**src/ssf_pkg.sv**
```systemverilog
// Purpose: Shared constants and types of the SPI status block, plus its occupancy counter.
// Assumes: One clock domain, asynchronous active-high reset.
// Notes:   The counter tracks how many valid bytes a four-byte FIFO holds.

// ----------------------------------------------------------------------------
// Package
// ----------------------------------------------------------------------------
package ssf_pkg;
    localparam int unsigned ADDR_W = 12;
    localparam int unsigned DATA_W = 32;
    localparam int unsigned WORD_W = 16;
    localparam int unsigned LVL_W  = 3;
    localparam int unsigned THR_W  = 2;
    localparam int unsigned IRQ_W  = 4;
    localparam int unsigned BE_W   = 4;

    localparam logic [ADDR_W-1:0] OFF_STATUS   = 12'ha00;
    localparam logic [ADDR_W-1:0] OFF_RXDATA   = 12'ha04;
    localparam logic [ADDR_W-1:0] OFF_TXDATA   = 12'ha08;
    localparam logic [ADDR_W-1:0] OFF_CONTROL  = 12'ha10;
    localparam logic [ADDR_W-1:0] OFF_IRQ_STAT = 12'ha20;
    localparam logic [ADDR_W-1:0] OFF_IRQ_MASK = 12'ha24;

    localparam int unsigned CTL_THR_LSB    = 14;
    localparam int unsigned CTL_TFLUSH_BIT = 13;
    localparam int unsigned CTL_RFLUSH_BIT = 12;
    localparam int unsigned CTL_TMODE_BIT  = 6;
    localparam logic [WORD_W-1:0] CTL_RESET = 16'h0000;
    localparam logic [WORD_W-1:0] CTL_WMASK = 16'hf040;

    localparam logic [LVL_W-1:0] LVL_ZERO = 3'h0;
    localparam logic [LVL_W-1:0] LVL_ONE  = 3'h1;
    localparam logic [LVL_W-1:0] LVL_FULL = 3'h4;
    localparam logic [LVL_W-1:0] BIT_LAST = 3'h7;

    localparam int unsigned IRQ_RX  = 0;
    localparam int unsigned IRQ_TX  = 1;
    localparam int unsigned IRQ_OVF = 2;
    localparam int unsigned IRQ_UF  = 3;
    localparam logic [IRQ_W-1:0] IRQ_RESET = 4'h0;

    typedef struct packed {
        logic [3:0]       reserved;
        logic             rx_excess_flag;
        logic [LVL_W-1:0] rx_fifo_level;
        logic             rx_overflow_flag;
        logic             rx_irq_flag;
        logic             tx_irq_flag;
        logic             tx_underflow_flag;
        logic [LVL_W-1:0] tx_fifo_level;
        logic             any_irq_flag;
    } ssf_status_s;

    typedef struct packed {
        logic [THR_W-1:0] irq_threshold_mode;
        logic             tx_flush_enable;
        logic             rx_flush_enable;
        logic             transfer_direction_mode;
    } ssf_ctrl_s;
endpackage : ssf_pkg

// ----------------------------------------------------------------------------
// Occupancy counter
// ----------------------------------------------------------------------------
module ssf_level_ctr
    import ssf_pkg::*;
(
    input  wire logic             clk_i,
    input  wire logic             rst_i,
    input  wire logic             push_i,
    input  wire logic             pop_i,
    input  wire logic             flush_i,
    output logic [LVL_W-1:0]      level_o,
    output logic                  full_o,
    output logic                  empty_o
);
    import ssf_pkg::*;

    logic [LVL_W-1:0] level_q;
    logic             do_push;
    logic             do_pop;

    // A push into a full counter with no pop in the same cycle and a pop from an empty one are dropped.
    assign do_push = push_i && (level_q != LVL_FULL || pop_i);
    assign do_pop  = pop_i && (level_q != LVL_ZERO);

    always_ff @(posedge clk_i or posedge rst_i) begin
        if (rst_i) begin
            level_q <= LVL_ZERO;
        end else if (flush_i) begin
            level_q <= LVL_ZERO;
        end else if (do_push && !do_pop) begin
            level_q <= level_q + LVL_ONE;
        end else if (do_pop && !do_push) begin
            level_q <= level_q - LVL_ONE;
        end
    end

    assign level_o = level_q;
    assign full_o  = (level_q == LVL_FULL);
    assign empty_o = (level_q == LVL_ZERO);
endmodule : ssf_level_ctr

```
**src/ssf_status_flags.sv**
```systemverilog
// Purpose: Status word, event flags and interrupt logic of an SPI port.
// Assumes: Avalon-MM slave with one wait state; SPI clock idles low, bytes end on rising edges.
// Notes:   The serial shifter is not here; byte boundaries come from counting clock edges.
//
// Functional notes
// - Excess flag when rx level exceeds threshold.
// - Excess flag drops at or below threshold.
// - Rx level reported as 000 to 100.
// - Overflow flag on load into full rx.
// - Overflow interrupts unless rx flush enabled.
// - Rx irq flag at threshold, mode clear.
// - Tx irq flag after threshold bytes, mode set.
// - Underflow flag on start with empty tx.
// - Underflow interrupts unless tx flush enabled.
// - Status read clears four event flags.
// - Tx level reported as 000 to 100.
// - Summary flag on any event, read clears; underflow with tx flush enabled does not set it.
// - Two-bit field selects one to four bytes.
// - Rx flush discards data, no rx interrupts.
// - Status word is 16-bit read only.
//
// Added by the designer: the address map and the Avalon-MM slave port.

module ssf_status_flags
    import ssf_pkg::*;
(
    input  wire logic                    CLK_I,
    input  wire logic                    SYS_RST_I,
    input  wire logic [ssf_pkg::ADDR_W-1:0] AVS_ADDRESS_I,
    input  wire logic                    AVS_READ_I,
    input  wire logic                    AVS_WRITE_I,
    input  wire logic [ssf_pkg::DATA_W-1:0] AVS_WRITEDATA_I,
    input  wire logic [ssf_pkg::BE_W-1:0]   AVS_BYTEENABLE_I,
    output logic      [ssf_pkg::DATA_W-1:0] AVS_READDATA_O,
    output logic                         AVS_WAITREQUEST_O,
    input  wire logic                    SPI_SCLK_I,
    input  wire logic                    SPI_CS_N_I,
    output logic                         IRQ_O
);
    import ssf_pkg::*;

    // ------------------------------------------------------------------------
    // Declarations
    // ------------------------------------------------------------------------
    logic                 ack_q;
    logic                 req;
    logic                 acc_rd;
    logic                 acc_wr;
    logic [DATA_W-1:0]    rdata_q;
    logic [WORD_W-1:0]    rd_mux;
    logic [WORD_W-1:0]    be_mask;
    logic [WORD_W-1:0]    ctl_q;
    ssf_ctrl_s            ctl;
    logic [IRQ_W-1:0]     irq_stat_q;
    logic [IRQ_W-1:0]     irq_mask_q;
    logic [IRQ_W-1:0]     irq_set;
    ssf_status_s          status;
    ssf_status_s          rd_status_q;

    logic [2:0]           sclk_sync_q;
    logic [1:0]           cs_sync_q;
    logic                 sclk_rise;
    logic [LVL_W-1:0]     bit_cnt_q;
    logic                 tx_start;
    logic                 byte_done;

    logic [LVL_W-1:0]     thr_cnt;
    logic [LVL_W-1:0]     rx_level;
    logic [LVL_W-1:0]     tx_level;
    logic                 rx_full;
    logic                 rx_empty;
    logic                 tx_full;
    logic                 tx_empty;
    logic                 rx_push;
    logic                 rx_pop;
    logic                 tx_push;
    logic                 tx_pop;
    logic [LVL_W-1:0]     tx_sent_q;

    logic                 ovf_q;
    logic                 rxirq_q;
    logic                 txirq_q;
    logic                 uf_q;
    logic                 any_q;
    logic                 ovf_evt;
    logic                 uf_evt;
    logic                 rxirq_evt;
    logic                 txirq_evt;
    logic                 stat_clr;

    // ------------------------------------------------------------------------
    // Bus slave
    // ------------------------------------------------------------------------
    // Each access takes one wait state; side effects happen at the accepting edge.
    assign req               = AVS_READ_I || AVS_WRITE_I;
    assign AVS_WAITREQUEST_O = req && !ack_q;
    assign acc_rd            = AVS_READ_I && ack_q;
    assign acc_wr            = AVS_WRITE_I && ack_q;
    assign AVS_READDATA_O    = rdata_q;
    assign be_mask           = {{8{AVS_BYTEENABLE_I[1]}}, {8{AVS_BYTEENABLE_I[0]}}};

    always_ff @(posedge CLK_I or posedge SYS_RST_I) begin
        if (SYS_RST_I) begin
            ack_q <= 1'b0;
        end else begin
            ack_q <= req && !ack_q;
        end
    end

    always_comb begin
        rd_mux = '0;
        case (AVS_ADDRESS_I)
            OFF_STATUS:   rd_mux = status;
            OFF_CONTROL:  rd_mux = ctl_q;
            OFF_IRQ_STAT: rd_mux = {{(WORD_W-IRQ_W){1'b0}}, irq_stat_q};
            OFF_IRQ_MASK: rd_mux = {{(WORD_W-IRQ_W){1'b0}}, irq_mask_q};
            default:      rd_mux = '0;
        endcase
    end

    // Read data and the snapshot of the status word are taken in the wait cycle.
    always_ff @(posedge CLK_I or posedge SYS_RST_I) begin
        if (SYS_RST_I) begin
            rdata_q     <= '0;
            rd_status_q <= '0;
        end else if (AVS_READ_I && !ack_q) begin
            rdata_q     <= {{(DATA_W-WORD_W){1'b0}}, rd_mux};
            rd_status_q <= status;
        end
    end

    // Status word and rx data register ignore writes.
    always_ff @(posedge CLK_I or posedge SYS_RST_I) begin
        if (SYS_RST_I) begin
            ctl_q <= CTL_RESET;
        end else if (acc_wr && AVS_ADDRESS_I == OFF_CONTROL) begin
            ctl_q <= (ctl_q & ~(be_mask & CTL_WMASK))
                   | (AVS_WRITEDATA_I[WORD_W-1:0] & be_mask & CTL_WMASK);
        end
    end

    assign ctl.irq_threshold_mode      = ctl_q[CTL_THR_LSB +: THR_W];
    assign ctl.tx_flush_enable         = ctl_q[CTL_TFLUSH_BIT];
    assign ctl.rx_flush_enable         = ctl_q[CTL_RFLUSH_BIT];
    assign ctl.transfer_direction_mode = ctl_q[CTL_TMODE_BIT];

    assign stat_clr = acc_rd && (AVS_ADDRESS_I == OFF_STATUS);
    assign rx_pop   = acc_rd && (AVS_ADDRESS_I == OFF_RXDATA);
    assign tx_push  = acc_wr && (AVS_ADDRESS_I == OFF_TXDATA) && AVS_BYTEENABLE_I[0]
                      && !ctl.tx_flush_enable;

    // ------------------------------------------------------------------------
    // Link clock sampling
    // ------------------------------------------------------------------------
    always_ff @(posedge CLK_I or posedge SYS_RST_I) begin
        if (SYS_RST_I) begin
            sclk_sync_q <= '0;
            cs_sync_q   <= 2'h3;
        end else begin
            sclk_sync_q <= {sclk_sync_q[1:0], SPI_SCLK_I};
            cs_sync_q   <= {cs_sync_q[0], SPI_CS_N_I};
        end
    end

    assign sclk_rise = sclk_sync_q[1] && !sclk_sync_q[2] && !cs_sync_q[1];
    assign tx_start  = sclk_rise && (bit_cnt_q == LVL_ZERO);
    assign byte_done = sclk_rise && (bit_cnt_q == BIT_LAST);

    // The bit count restarts while select is high, so a cut frame leaves no partial byte.
    always_ff @(posedge CLK_I or posedge SYS_RST_I) begin
        if (SYS_RST_I) begin
            bit_cnt_q <= LVL_ZERO;
        end else if (cs_sync_q[1]) begin
            bit_cnt_q <= LVL_ZERO;
        end else if (sclk_rise) begin
            bit_cnt_q <= bit_cnt_q + LVL_ONE;
        end
    end

    // ------------------------------------------------------------------------
    // FIFO occupancy
    // ------------------------------------------------------------------------
    // The threshold field counts from zero, so the byte count is the field value plus one.
    assign thr_cnt = {1'b0, ctl.irq_threshold_mode} + LVL_ONE;
    assign rx_push = byte_done && !ctl.rx_flush_enable;
    assign tx_pop  = byte_done;

    ssf_level_ctr u_rx_level (
        .clk_i   (CLK_I),
        .rst_i   (SYS_RST_I),
        .push_i  (rx_push),
        .pop_i   (rx_pop),
        .flush_i (ctl.rx_flush_enable),
        .level_o (rx_level),
        .full_o  (rx_full),
        .empty_o (rx_empty)
    );

    ssf_level_ctr u_tx_level (
        .clk_i   (CLK_I),
        .rst_i   (SYS_RST_I),
        .push_i  (tx_push),
        .pop_i   (tx_pop),
        .flush_i (ctl.tx_flush_enable),
        .level_o (tx_level),
        .full_o  (tx_full),
        .empty_o (tx_empty)
    );

    // Counts bytes sent since the last transmit interrupt.
    always_ff @(posedge CLK_I or posedge SYS_RST_I) begin
        if (SYS_RST_I) begin
            tx_sent_q <= LVL_ZERO;
        end else if (!ctl.transfer_direction_mode || txirq_evt) begin
            tx_sent_q <= LVL_ZERO;
        end else if (byte_done) begin
            tx_sent_q <= tx_sent_q + LVL_ONE;
        end
    end

    // ------------------------------------------------------------------------
    // Event flags
    // ------------------------------------------------------------------------
    // Overflow is a push into a full FIFO with no pop in the same cycle.
    // The rx interrupt compares the threshold against the level that the push produces.
    assign ovf_evt   = rx_push && rx_full && !rx_pop;
    assign uf_evt    = tx_start && tx_empty;
    assign rxirq_evt = rx_push && !rx_full && !ctl.transfer_direction_mode
                       && ((rx_level + LVL_ONE) >= thr_cnt);
    assign txirq_evt = byte_done && ctl.transfer_direction_mode
                       && ((tx_sent_q + LVL_ONE) >= thr_cnt);

    // A flag is cleared only if the status read reported it; a new event wins.
    always_ff @(posedge CLK_I or posedge SYS_RST_I) begin
        if (SYS_RST_I) begin
            ovf_q   <= 1'b0;
            rxirq_q <= 1'b0;
            txirq_q <= 1'b0;
            uf_q    <= 1'b0;
        end else begin
            ovf_q   <= ovf_evt || (ovf_q && !(stat_clr && rd_status_q.rx_overflow_flag));
            rxirq_q <= rxirq_evt || (rxirq_q && !(stat_clr && rd_status_q.rx_irq_flag));
            txirq_q <= txirq_evt || (txirq_q && !(stat_clr && rd_status_q.tx_irq_flag));
            uf_q    <= uf_evt || (uf_q && !(stat_clr && rd_status_q.tx_underflow_flag));
        end
    end

    // The flush enables keep overflow and underflow from requesting an interrupt.
    assign irq_set[IRQ_RX]  = rxirq_evt;
    assign irq_set[IRQ_TX]  = txirq_evt;
    assign irq_set[IRQ_OVF] = ovf_evt && !ctl.rx_flush_enable;
    assign irq_set[IRQ_UF]  = uf_evt && !ctl.tx_flush_enable;

    // The summary flag follows every event that requests an interrupt.
    always_ff @(posedge CLK_I or posedge SYS_RST_I) begin
        if (SYS_RST_I) begin
            any_q <= 1'b0;
        end else begin
            any_q <= (|irq_set) || (any_q && !(stat_clr && rd_status_q.any_irq_flag));
        end
    end

    // ------------------------------------------------------------------------
    // Status word
    // ------------------------------------------------------------------------
    // Excess is combinational from the level, so it drops as soon as a pop brings the level down to the threshold.
    assign status.reserved          = '0;
    assign status.rx_excess_flag    = (rx_level > thr_cnt);
    assign status.rx_fifo_level     = rx_level;
    assign status.rx_overflow_flag  = ovf_q;
    assign status.rx_irq_flag       = rxirq_q;
    assign status.tx_irq_flag       = txirq_q;
    assign status.tx_underflow_flag = uf_q;
    assign status.tx_fifo_level     = tx_level;
    assign status.any_irq_flag      = any_q;

    // ------------------------------------------------------------------------
    // Interrupt status and mask
    // ------------------------------------------------------------------------
    // Writing a one clears a bit; an event in the same cycle keeps it set.
    always_ff @(posedge CLK_I or posedge SYS_RST_I) begin
        if (SYS_RST_I) begin
            irq_stat_q <= IRQ_RESET;
        end else if (acc_wr && AVS_ADDRESS_I == OFF_IRQ_STAT && AVS_BYTEENABLE_I[0]) begin
            irq_stat_q <= (irq_stat_q & ~AVS_WRITEDATA_I[IRQ_W-1:0]) | irq_set;
        end else begin
            irq_stat_q <= irq_stat_q | irq_set;
        end
    end

    // Mask bits gate only the pin; the status bits still collect events.
    always_ff @(posedge CLK_I or posedge SYS_RST_I) begin
        if (SYS_RST_I) begin
            irq_mask_q <= IRQ_RESET;
        end else if (acc_wr && AVS_ADDRESS_I == OFF_IRQ_MASK && AVS_BYTEENABLE_I[0]) begin
            irq_mask_q <= AVS_WRITEDATA_I[IRQ_W-1:0];
        end
    end

    // The pin is an OR of register bits, so it cannot glitch on bus decoding.
    assign IRQ_O = |(irq_stat_q & irq_mask_q);
endmodule : ssf_status_flags

```
**config.mk**
```make
export PLATFORM = sky130hd
export DESIGN_NAME = ssf_status_flags
export DESIGN_NICKNAME = d
export VERILOG_FILES = /design/src/ssf_pkg.sv /design/src/ssf_status_flags.sv
export SDC_FILE = /design/constraint.sdc
export NUM_CORES = 1
export LEC_CHECK = 0
export BUFFER_PORTS_ARGS = -buffer_cell sky130_fd_sc_hd__buf_2
export CAP_MARGIN = 10
export CORE_MARGIN = 5
export CORE_UTILIZATION = 30
export DETAILED_ROUTE_END_ITERATION = 8
export RECOVER_POWER = 25
export SKIP_CTS_REPAIR_TIMING = 1
export SYNTH_ARGS = -nofsm -noshare
export SYNTH_HDL_FRONTEND = slang
export SYNTH_SLANG_ARGS = --single-unit
export TNS_END_PERCENT = 10
```
**constraint.sdc**
```tcl
create_clock -name CLK_I -period 2.4 [get_ports CLK_I]
set_clock_uncertainty 0.1 [all_clocks]
set_input_delay 0.48 -clock CLK_I [delete_from_list [all_inputs] [get_ports CLK_I]]
set_output_delay 0.48 -clock CLK_I [all_outputs]
set_load 0.03 [all_outputs]
```
==> metrics.csv, run 1 <==
metric;value;unit
slew_violations;0;
pwr-share-seq;0.474;
end_kind;flip-flop;
maxCapViolCount;0;
final-setup-viol-count;1;
clockPowerShare;0.438;
dieHeight;113;um
status;finished, violations left;
core;10300;um^2
postSynthCellCount;309;
grt_pass1_wl;12500;um
clkTransAtPathRegs;0.06;ns
yosys.area_share.simple;0.202;
p_int;1.55;mW
pin_count;88;
synthXorXnorAreaFrac;0.0194;
path_cells;ha_2 -> ha_4 -> and4bb_2 -> o21ai_2 -> and4b_2 -> fa_2 -> or3_4 -> a32oi_1 -> a21oi_1;
root_buffer;clkbuf_8;
final_common_cell;dfrtp_1;
portBuffers;46;
cts_tree;built;
drt-total-wl;7470;um
numCtsBuffers;9;
max-slew-margin-rel;0.336;
cts.sinks;57;
period_minus_slack;2.49;ns
yosysWarningCount;0;
dp_hpwl;5830;um
dieArea;12700;um^2
violations;setup timing;
remaining_drc_errors;0;
worst_ep_required_time;2.53;ns
rsz0062_at_grt;yes;
synth_ff_type;dfrtp_1;
insertedDiodeCount;0;
place_congestion;0.883;
wl_per_cell;14.1;um
nets;462;
clk_latency;0.35;ns
tightest_slew;0.997;ns
pwr-share-comb;0.087;
drtPass1Iterations;4;
crit_fanout;4;
fmax;402;MHz
drt_iter0_drc;65;
setup_ws;-0.0878;ns
avgSynthCellArea;10.2;um^2
synth_edf_count;0;
drt-vias-per-instance;4.65;
fin_hold_ws;0.136;ns
synthAdderAreaFrac;0.0738;
dp_slack;-0.0886;ns
fin_util;0.380;
vias;2469;
grt_antenna_before_repair;0;
critPathLaunchType;flip-flop;
p_sw_frac;0.260;
synth.cell_area;3150;um^2
ys_seq_area_frac;0.453;
htree_num_levels;3;
overflow;0;
hold_viol_final;0;
max_stage_delay;0.40;ns
synthMuxAreaShare;0.0484;
arrival;2.62;ns
synth_top_family_by_area;simple AND/OR/NAND/NOR gates;
async_reset_ff_frac;1.00;
cts_buffer_depth;2;
cp_slowest_cell;fa_2;
power.switching;0.543;mW
fp.dieW;113;um
p_leak;1.91;nW
area_growth;24.0;%
drtAntennaViolNets;0;
synth-compound-area-share;0.129;
crit_type;reg2reg;
grt_max_degree;40;
initial_utilization;0.307;
power.density;534;nW/um^2
synth.distinct_cells;58;
grtUsageTotal;0.124;
drive_gt1_frac;0.314;
fin_crit_sh;1.04;
ys_seq_elements;57;
final_cell_mix;55 x dfrtp_1, 52 x nand2_1, 46 x buf_2, 32 x buf_4, 16 x conb_1;
fp-row-count;37;
totalPowerFinal;2.09;mW
hold_path_class;in2reg;
vdd_drop_max;0.313;mV
grt_pass1_vias;2561;
==> stage by stage <==
step / cell area [um^2] / setup TNS [ns] / std cells
6_report: 3910 / -0.0878 / 531
5_1_grt: 3910 / -0.204 / 531
3_3_place_gp: 3690 / -0.0364 / 514
3_5_place_dp: 3690 / -0.116 / 514
2_1_floorplan: 3210 / -0.100 / 324
4_1_cts: 3890 / -0.101 / 530
==> metal layers <==
| layer | global-route usage | share of wire | routed length [um] | up-vias |
|---|---|---|---|---|
| li1 | - | - | - | 1225 |
| met1 | 0.161 | 0.47 | 3510 | 1171 |
| met2 | 0.196 | 0.46 | 3410 | 59 |
| met3 | 0.0340 | 0.054 | 400 | 14 |
| met4 | 0.0505 | 0.019 | 144 | 0 |
| met5 | 0 | 0 | 0 | - |
==> cell families after synthesis <==
family | after synthesis
AO/OA/AOI/OAI | 59
XOR/XNOR | 7
adder cells (fa/ha/maj) | 18
buffers and inverters | 37
flip-flops | 57
multiplexers | 14
other | 1
AND/OR/NAND/NOR | 116
==> path summary, 6_finish.rpt <==
path,slack [ns],endpoint,start,cells after the start
worst max-delay path,-0.09,u_tx_level.level_o[2]$_DFFE_PP0P_,bit_cnt_q[0]$_DFFE_PP0P_,9
worst min-delay path,0.14,cs_sync_q[0]$_DFF_PP1_,SPI_CS_N_I,1
min in group asynchronous,0.16,irq_mask_q[2]$_DFFE_PP0P_,SYS_RST_I,2
worst min register to register,0.25,sclk_sync_q[1]$_DFF_PP0_,sclk_sync_q[0]$_DFF_PP0_,0
max in group asynchronous,0.60,rd_status_q[7]$_DFFE_PP0P_,SYS_RST_I,3
worst max register to register,-0.09,u_tx_level.level_o[2]$_DFFE_PP0P_,bit_cnt_q[0]$_DFFE_PP0P_,9
==> Yosys cell counts, types with 5 or more instances <==
cell type,instances,share of area
ha_1,17,0.067
a21oi_1,7,0.011
o31ai_1,5,0.012
nand2_1,52,0.062
nor3_1,5,0.0079
nor2b_1,6,0.012
o21ai_0,12,0.019
a22oi_1,7,0.017
dfrtp_1,55,0.44
inv_1,12,0.014
mux2_2,10,0.036
nor2_1,14,0.017
a21o_1,13,0.031
buf_4,16,0.038
==> sequential cells by signal, indices dropped and copies added, names as in the netlist, named ones only <==
name                flops
rxirq_q                 1
u_tx_level.level_o      3
irq_mask_q              4
rd_status_q             5
u_rx_level.level_o      3
sclk_sync_q             3
txirq_q                 1
tx_sent_q               3
uf_q                    1
irq_stat_q              4
cs_sync_q               2
any_q                   1
ack_q                   1
AVS_READDATA_O         16
bit_cnt_q               3
ovf_q                   1
==> power by group through the flow <==
stage | clock [mW] | sequential (mW) | combinational, mW
2_1_floorplan | 0 | 1.01 | 0.132
6_report | 0.916 | 0.991 | 0.183
3_3_place_gp | 0 | 1.01 | 0.185
5_1_grt | 0.989 | 0.992 | 0.204
3_5_place_dp | 0 | 1.01 | 0.190
4_1_cts | 0.948 | 0.990 | 0.191
==> critical path, delay by kind of cell, from the launching register on <==
| kind | cells | cell delay, ns |
|---|---|---|
| adder cells (fa/ha/maj) | 3 | 0.72 |
| flip-flops | 1 | 0.36 |
| AO/OA/AOI/OAI | 3 | 0.33 |
| AND/OR/NAND/NOR | 3 | 0.86 |
==> final cells by class <==
cell class	count	area [um^2]
inverter	12	45.0
sequential	57	1430
timing repair buffer	80	479
multi-input combinational	230	1580
clock buffer	10	138
fill	1058	6370
clock inverter	6	67.6
tap	136	170
(Power assumes the default switching activity.)
==> run 2: changes to the inputs <==
==> constraint.sdc (replaced) <==
create_clock -name CLK_I -period 2.4 [get_ports CLK_I]
set_clock_uncertainty 0.1 [all_clocks]
set_input_delay 0.12 -clock CLK_I [delete_from_list [all_inputs] [get_ports CLK_I]]
set_output_delay 0.12 -clock CLK_I [all_outputs]
set_load 0.03 [all_outputs]
==> run 2 against run 1 <==
Compared with the run above:
- the flow still finishes with violations (setup timing)
- die area did not move
- sequential share of layout area fell by 0.37 points
- sequential cell count did not move
- global-route usage fell by 0.34 points
- non-clock buffer count fell by 2
- count of clock-buffer cells in the layout rose by 1
- via count fell by 0.45%
- clock power rose by 11%
- first-iteration DRC count rose by 15%
- register-to-register slack got worse by 0.03 ns
- power rose by 5.6%
- cell area rose by 1.0%
- critical path type unchanged
- largest power group is now clock
- highest routed layer unchanged
==> metrics.csv, run 2 (synthesized netlist as in run 1, its figures left out) <==
metric;value;unit
fill_cells;1045;
drt-vias-per-instance;4.65;
numCtsBuffers;9;
dp_slack;-0.103;ns
portBuffers;46;
overflow;0;
initial_utilization;0.307;
drive_gt1_frac;0.272;
cts.sinks;57;
slew_violations;0;
final_cell_mix;55 x dfrtp_1, 52 x nand2_1, 46 x buf_2, 16 x conb_1, 16 x buf_4;
root_buffer;clkbuf_8;
grtUsageTotal;0.121;
area_growth;25.3;%
clk_latency;0.34;ns
wl_per_cell;14.0;um
grt_max_degree;35;
crit_fanout;4;
maxCapViolCount;0;
drt_iter0_drc;75;
cts_buffer_depth;2;
grt_pass1_wl;12300;um
final_cell_count_no_fill;529;
pin_count;88;
hold_path_class;in2reg;
grt_pass1_vias;2462;
status;finished, violations left;
setup_ws;-0.113;ns
cp_top_family;simple AND/OR/NAND/NOR gates;
p_leak;1.91;nW
max_stage_delay;0.41;ns
tightest_slew;1.07;ns
arrival;2.62;ns
htree_num_levels;3;
worst_ep_required_time;2.51;ns
fmax;398;MHz
cp.buffers_inverters;0;
fp-row-count;37;
dieArea;12700;um^2
cp_slowest_cell;fa_2;
drtAntennaViolNets;0;
fp.dieW;113;um
remaining_drc_errors;0;
crit_type;reg2reg;
grt_antenna_before_repair;0;
insertedDiodeCount;0;
final_common_cell;dfrtp_1;
drtPass1Iterations;4;
critPathLaunchType;flip-flop;
cts_tree;built;
path_cells;ha_2 -> ha_4 -> and4bb_2 -> o21ai_1 -> and4b_2 -> fa_2 -> or3_4 -> a32oi_1 -> a21oi_1;
violations;setup timing;
nets;460;
vdd_drop_max;0.251;mV
hold_viol_final;0;
dp_hpwl;5710;um
period_minus_slack;2.51;ns
dieHeight;113;um
dp.cells;498;
largest_register_ffs;16;
fin_crit_sh;1.05;
end_kind;flip-flop;
vias;2458;
max-slew-margin-rel;0.284;
rsz0062_at_grt;yes;
drt-total-wl;7380;um
core;10300;um^2
final-setup-viol-count;1;
clkTransAtPathRegs;0.07;ns
place_congestion;0.895;
power.density;559;nW/um^2
[run 2: cell types whose count changed in the layout (fill, tap and decap cells not counted), sizes merged]
cell,delta
clkinvlp,-1
clkbuf,+1
clkinv,-1
dlygate4sd3,+14
buf,-16
bufinv,+1
[run 2: final timing paths]
kind / depth (start not counted) / endpoint / slack [ns] / startpoint
setup / recovery: 9 / u_tx_level.level_o[2]$_DFFE_PP0P_ / -0.11 / bit_cnt_q[1]$_DFFE_PP0P_
hold / removal: 3 / any_q$_DFF_PP0_ / 0.04 / AVS_ADDRESS_I[5]
setup reg to reg: 9 / u_tx_level.level_o[2]$_DFFE_PP0P_ / -0.11 / bit_cnt_q[1]$_DFFE_PP0P_
hold reg to reg: 0 / sclk_sync_q[1]$_DFF_PP0_ / 0.25 / sclk_sync_q[0]$_DFF_PP0_
max in group asynchronous: 4 / irq_mask_q[1]$_DFFE_PP0P_ / 0.86 / SYS_RST_I
min in group asynchronous: 3 / sclk_sync_q[2]$_DFF_PP0_ / 0.11 / SYS_RST_I
[run 2: through the flow]
step                      utilization  hold slack [ns]  setup TNS (ns)  power [mW]  area (um^2)
after floorplan                     -           0.0245          -0.100        1.14         3210
after global placement          0.346           -0.102         -0.0169        1.18         3550
after detailed placement        0.346           -0.103          -0.103        1.19         3550
after CTS                       0.368           -0.462          -0.115        2.22         3780
after global routing            0.384           0.0539          -0.258        2.31         3950
final                           0.384           0.0373          -0.113        2.21         3950
[run 2: layer usage]
layer	track usage	routed length, um	vias up
li1	-	-	1220
met1	0.166	3550	1160
met2	0.181	3310	65
met3	0.0318	372	13
met4	0.0489	149	0
met5	0	0	-
[run 2: area by class of cell]
type                    instances  area (um^2)  area share
clock buffers                  11          151      0.0383
clock inverters                 5         77.6      0.0196
inverters                      12         45.0      0.0114
multi-input cells             230         1580       0.399
repair buffers                 78          499       0.126
flip-flops and latches         57         1430       0.362
well taps                     136          170      0.0431
[run 2: worst reg2reg max path, cell delays in order, from the launching register on]
cell and delay [ns]:
dfrtp_1 0.36, ha_2 0.20, ha_4 0.13, and4bb_2 0.24, o21ai_1 0.06, and4b_2 0.26
fa_2 0.41, or3_4 0.34, a32oi_1 0.21, a21oi_1 0.08
[run 2: where the power goes]
group | switching [mW] | leakage [nW] | internal [mW]
logic | 0.125 | 1.04 | 0.0682
registers | 0.0110 | 0.755 | 0.980
clock network | 0.386 | 0.115 | 0.637
total | 0.522 | 1.91 | 1.69
==> run 3: changes to the inputs <==
--- a/config.mk
+++ b/config.mk
@@ -10,9 +10,10 @@
 export CORE_MARGIN = 5
 export CORE_UTILIZATION = 30
 export DETAILED_ROUTE_END_ITERATION = 8
+export PLACE_DENSITY = 0.54
 export RECOVER_POWER = 25
 export SKIP_CTS_REPAIR_TIMING = 1
 export SYNTH_ARGS = -nofsm -noshare
 export SYNTH_HDL_FRONTEND = slang
 export SYNTH_SLANG_ARGS = --single-unit
-export TNS_END_PERCENT = 10
+export TNS_END_PERCENT = 50
==> run 3 against run 2 <==
Compared with the run above:
- critical endpoint unchanged
- global-route usage up 0.26 points
- via count up 1.3%
- critical path depth unchanged
- register-to-register slack better by 0.03 ns
- the run still ends with setup timing left
- non-clock buffer count up 2
- hold slack worse by 0.036 ns
- sequential power about the same
- die area unchanged
- sequential cell count unchanged
- utilization down 0.21 points
- clock power down 8%
- power down 4.0%
==> metrics.csv, run 3 (synthesized netlist as in run 1, its figures left out) <==
metric;value;unit
crit_type;reg2reg;
dieHeight;113;um
place_congestion;0.854;
max-slew-margin-rel;0.147;
p_leak;1.84;nW
largest_register_ffs;16;
remaining_drc_errors;0;
clkTransAtPathRegs;0.06;ns
fill_cells;1059;
grt_antenna_before_repair;0;
clk_latency;0.34;ns
core;10300;um^2
drtAntennaViolNets;0;
dp_slack;-0.0850;ns
drt-total-wl;7710;um
vias;2490;
power.density;539;nW/um^2
grtUsageTotal;0.123;
dieArea;12700;um^2
pin_count;88;
hold_viol_final;0;
final-setup-viol-count;1;
wl_per_cell;14.5;um
status;finished, violations left;
critPathLaunchType;flip-flop;
grt_pass1_wl;12500;um
cts.sinks;57;
fp.dieW;113;um
drt_iter0_drc;68;
tightest_slew;1.28;ns
drtPass1Iterations;5;
violations;setup timing;
setup_ws;-0.0862;ns
nets;462;
rsz0062_at_grt;yes;
vdd_drop_max;0.336;mV
tns;-0.0862;ns
arrival;2.60;ns
htree_num_levels;3;
maxCapViolCount;0;
end_kind;flip-flop;
numCtsBuffers;9;
area_growth;24.6;%
portBuffers;46;
fmax;402;MHz
final_common_cell;dfrtp_1;
overflow;0;
cts_tree;built;
period_minus_slack;2.49;ns
drive_gt1_frac;0.241;
final_cell_mix;55 x dfrtp_1, 52 x nand2_1, 31 x buf_2, 20 x buf_4, 17 x clkbuf_1;
hold_path_class;in2reg;
drt-vias-per-instance;4.69;
fin_crit_sh;1.04;
insertedDiodeCount;0;
crit_fanout;3;
grt_max_degree;34;
root_buffer;clkbuf_8;
slew_violations;0;
cts_buffer_depth;2;
dp_hpwl;5900;um
worst_ep_required_time;2.51;ns
grt_pass1_vias;2519;
fp-row-count;37;
initial_utilization;0.307;
-- run 3: through the flow --
step	area, um^2	utilization	instances	total power, mW	hold WS [ns]
after floorplan	3210	-	324	1.14	0.0245
after global placement	3570	0.347	500	1.18	0.126
after detailed placement	3570	0.347	500	1.19	0.131
after CTS	3780	0.367	516	2.13	-0.227
after global routing	3930	0.382	531	2.21	0.0139
final	3930	0.382	531	2.12	0.00146
-- run 3: layer usage --
| metal | vias to the layer above | wire length (um) | track usage | share of wire |
|---|---|---|---|---|
| met4 | 0 | 86 | 0.0337 | 0.011 |
| met3 | 12 | 404 | 0.0302 | 0.052 |
| met5 | - | 0 | 0 | 0 |
| met2 | 65 | 3670 | 0.201 | 0.48 |
| li1 | 1213 | - | - | - |
| met1 | 1200 | 3540 | 0.164 | 0.46 |
-- run 3: report_power, final --
part           internal [mW]  switching (mW)  total [mW]
Combinational         0.0676           0.127       0.194
Clock                  0.537           0.400       0.936
Sequential             0.979         0.00939       0.989
Total                   1.58           0.536        2.12
-- run 3: worst paths after layout --
| path | start | to | slack [ns] | depth (start not counted) |
|---|---|---|---|---|
| setup / recovery | bit_cnt_q[1]$_DFFE_PP0P_ | u_tx_level.level_o[2]$_DFFE_PP0P_ | -0.09 | 9 |
| hold / removal | AVS_READ_I | ack_q$_DFF_PP0_ | 0.001 | 3 |
| min in group asynchronous | SYS_RST_I | u_tx_level.level_o[1]$_DFFE_PP0P_ | 0.58 | 3 |
| setup reg to reg | bit_cnt_q[1]$_DFFE_PP0P_ | u_tx_level.level_o[2]$_DFFE_PP0P_ | -0.09 | 9 |
| hold reg to reg | sclk_sync_q[0]$_DFF_PP0_ | sclk_sync_q[1]$_DFF_PP0_ | 0.25 | 0 |
| max in group asynchronous | SYS_RST_I | irq_mask_q[1]$_DFFE_PP0P_ | 0.74 | 4 |
-- run 3: critical path, cell delays in order, from the launching register on --
cell and delay (ns):
dfrtp_1 0.36, ha_2 0.19, ha_4 0.12, and4bb_2 0.25
o21ai_2 0.05, and4b_2 0.26, fa_2 0.37, or3_4 0.38
a32oi_1 0.20, a21oi_1 0.08
-- run 3: layout make-up --
cell class	count	area (um^2)	area share
clock buffer	12	155	0.0395
clock inverter	4	51.3	0.0131
inverter	12	45.0	0.0115
multi-input combinational	230	1580	0.403
sequential	57	1430	0.364
tap	136	170	0.0433
timing repair buffer	80	495	0.126
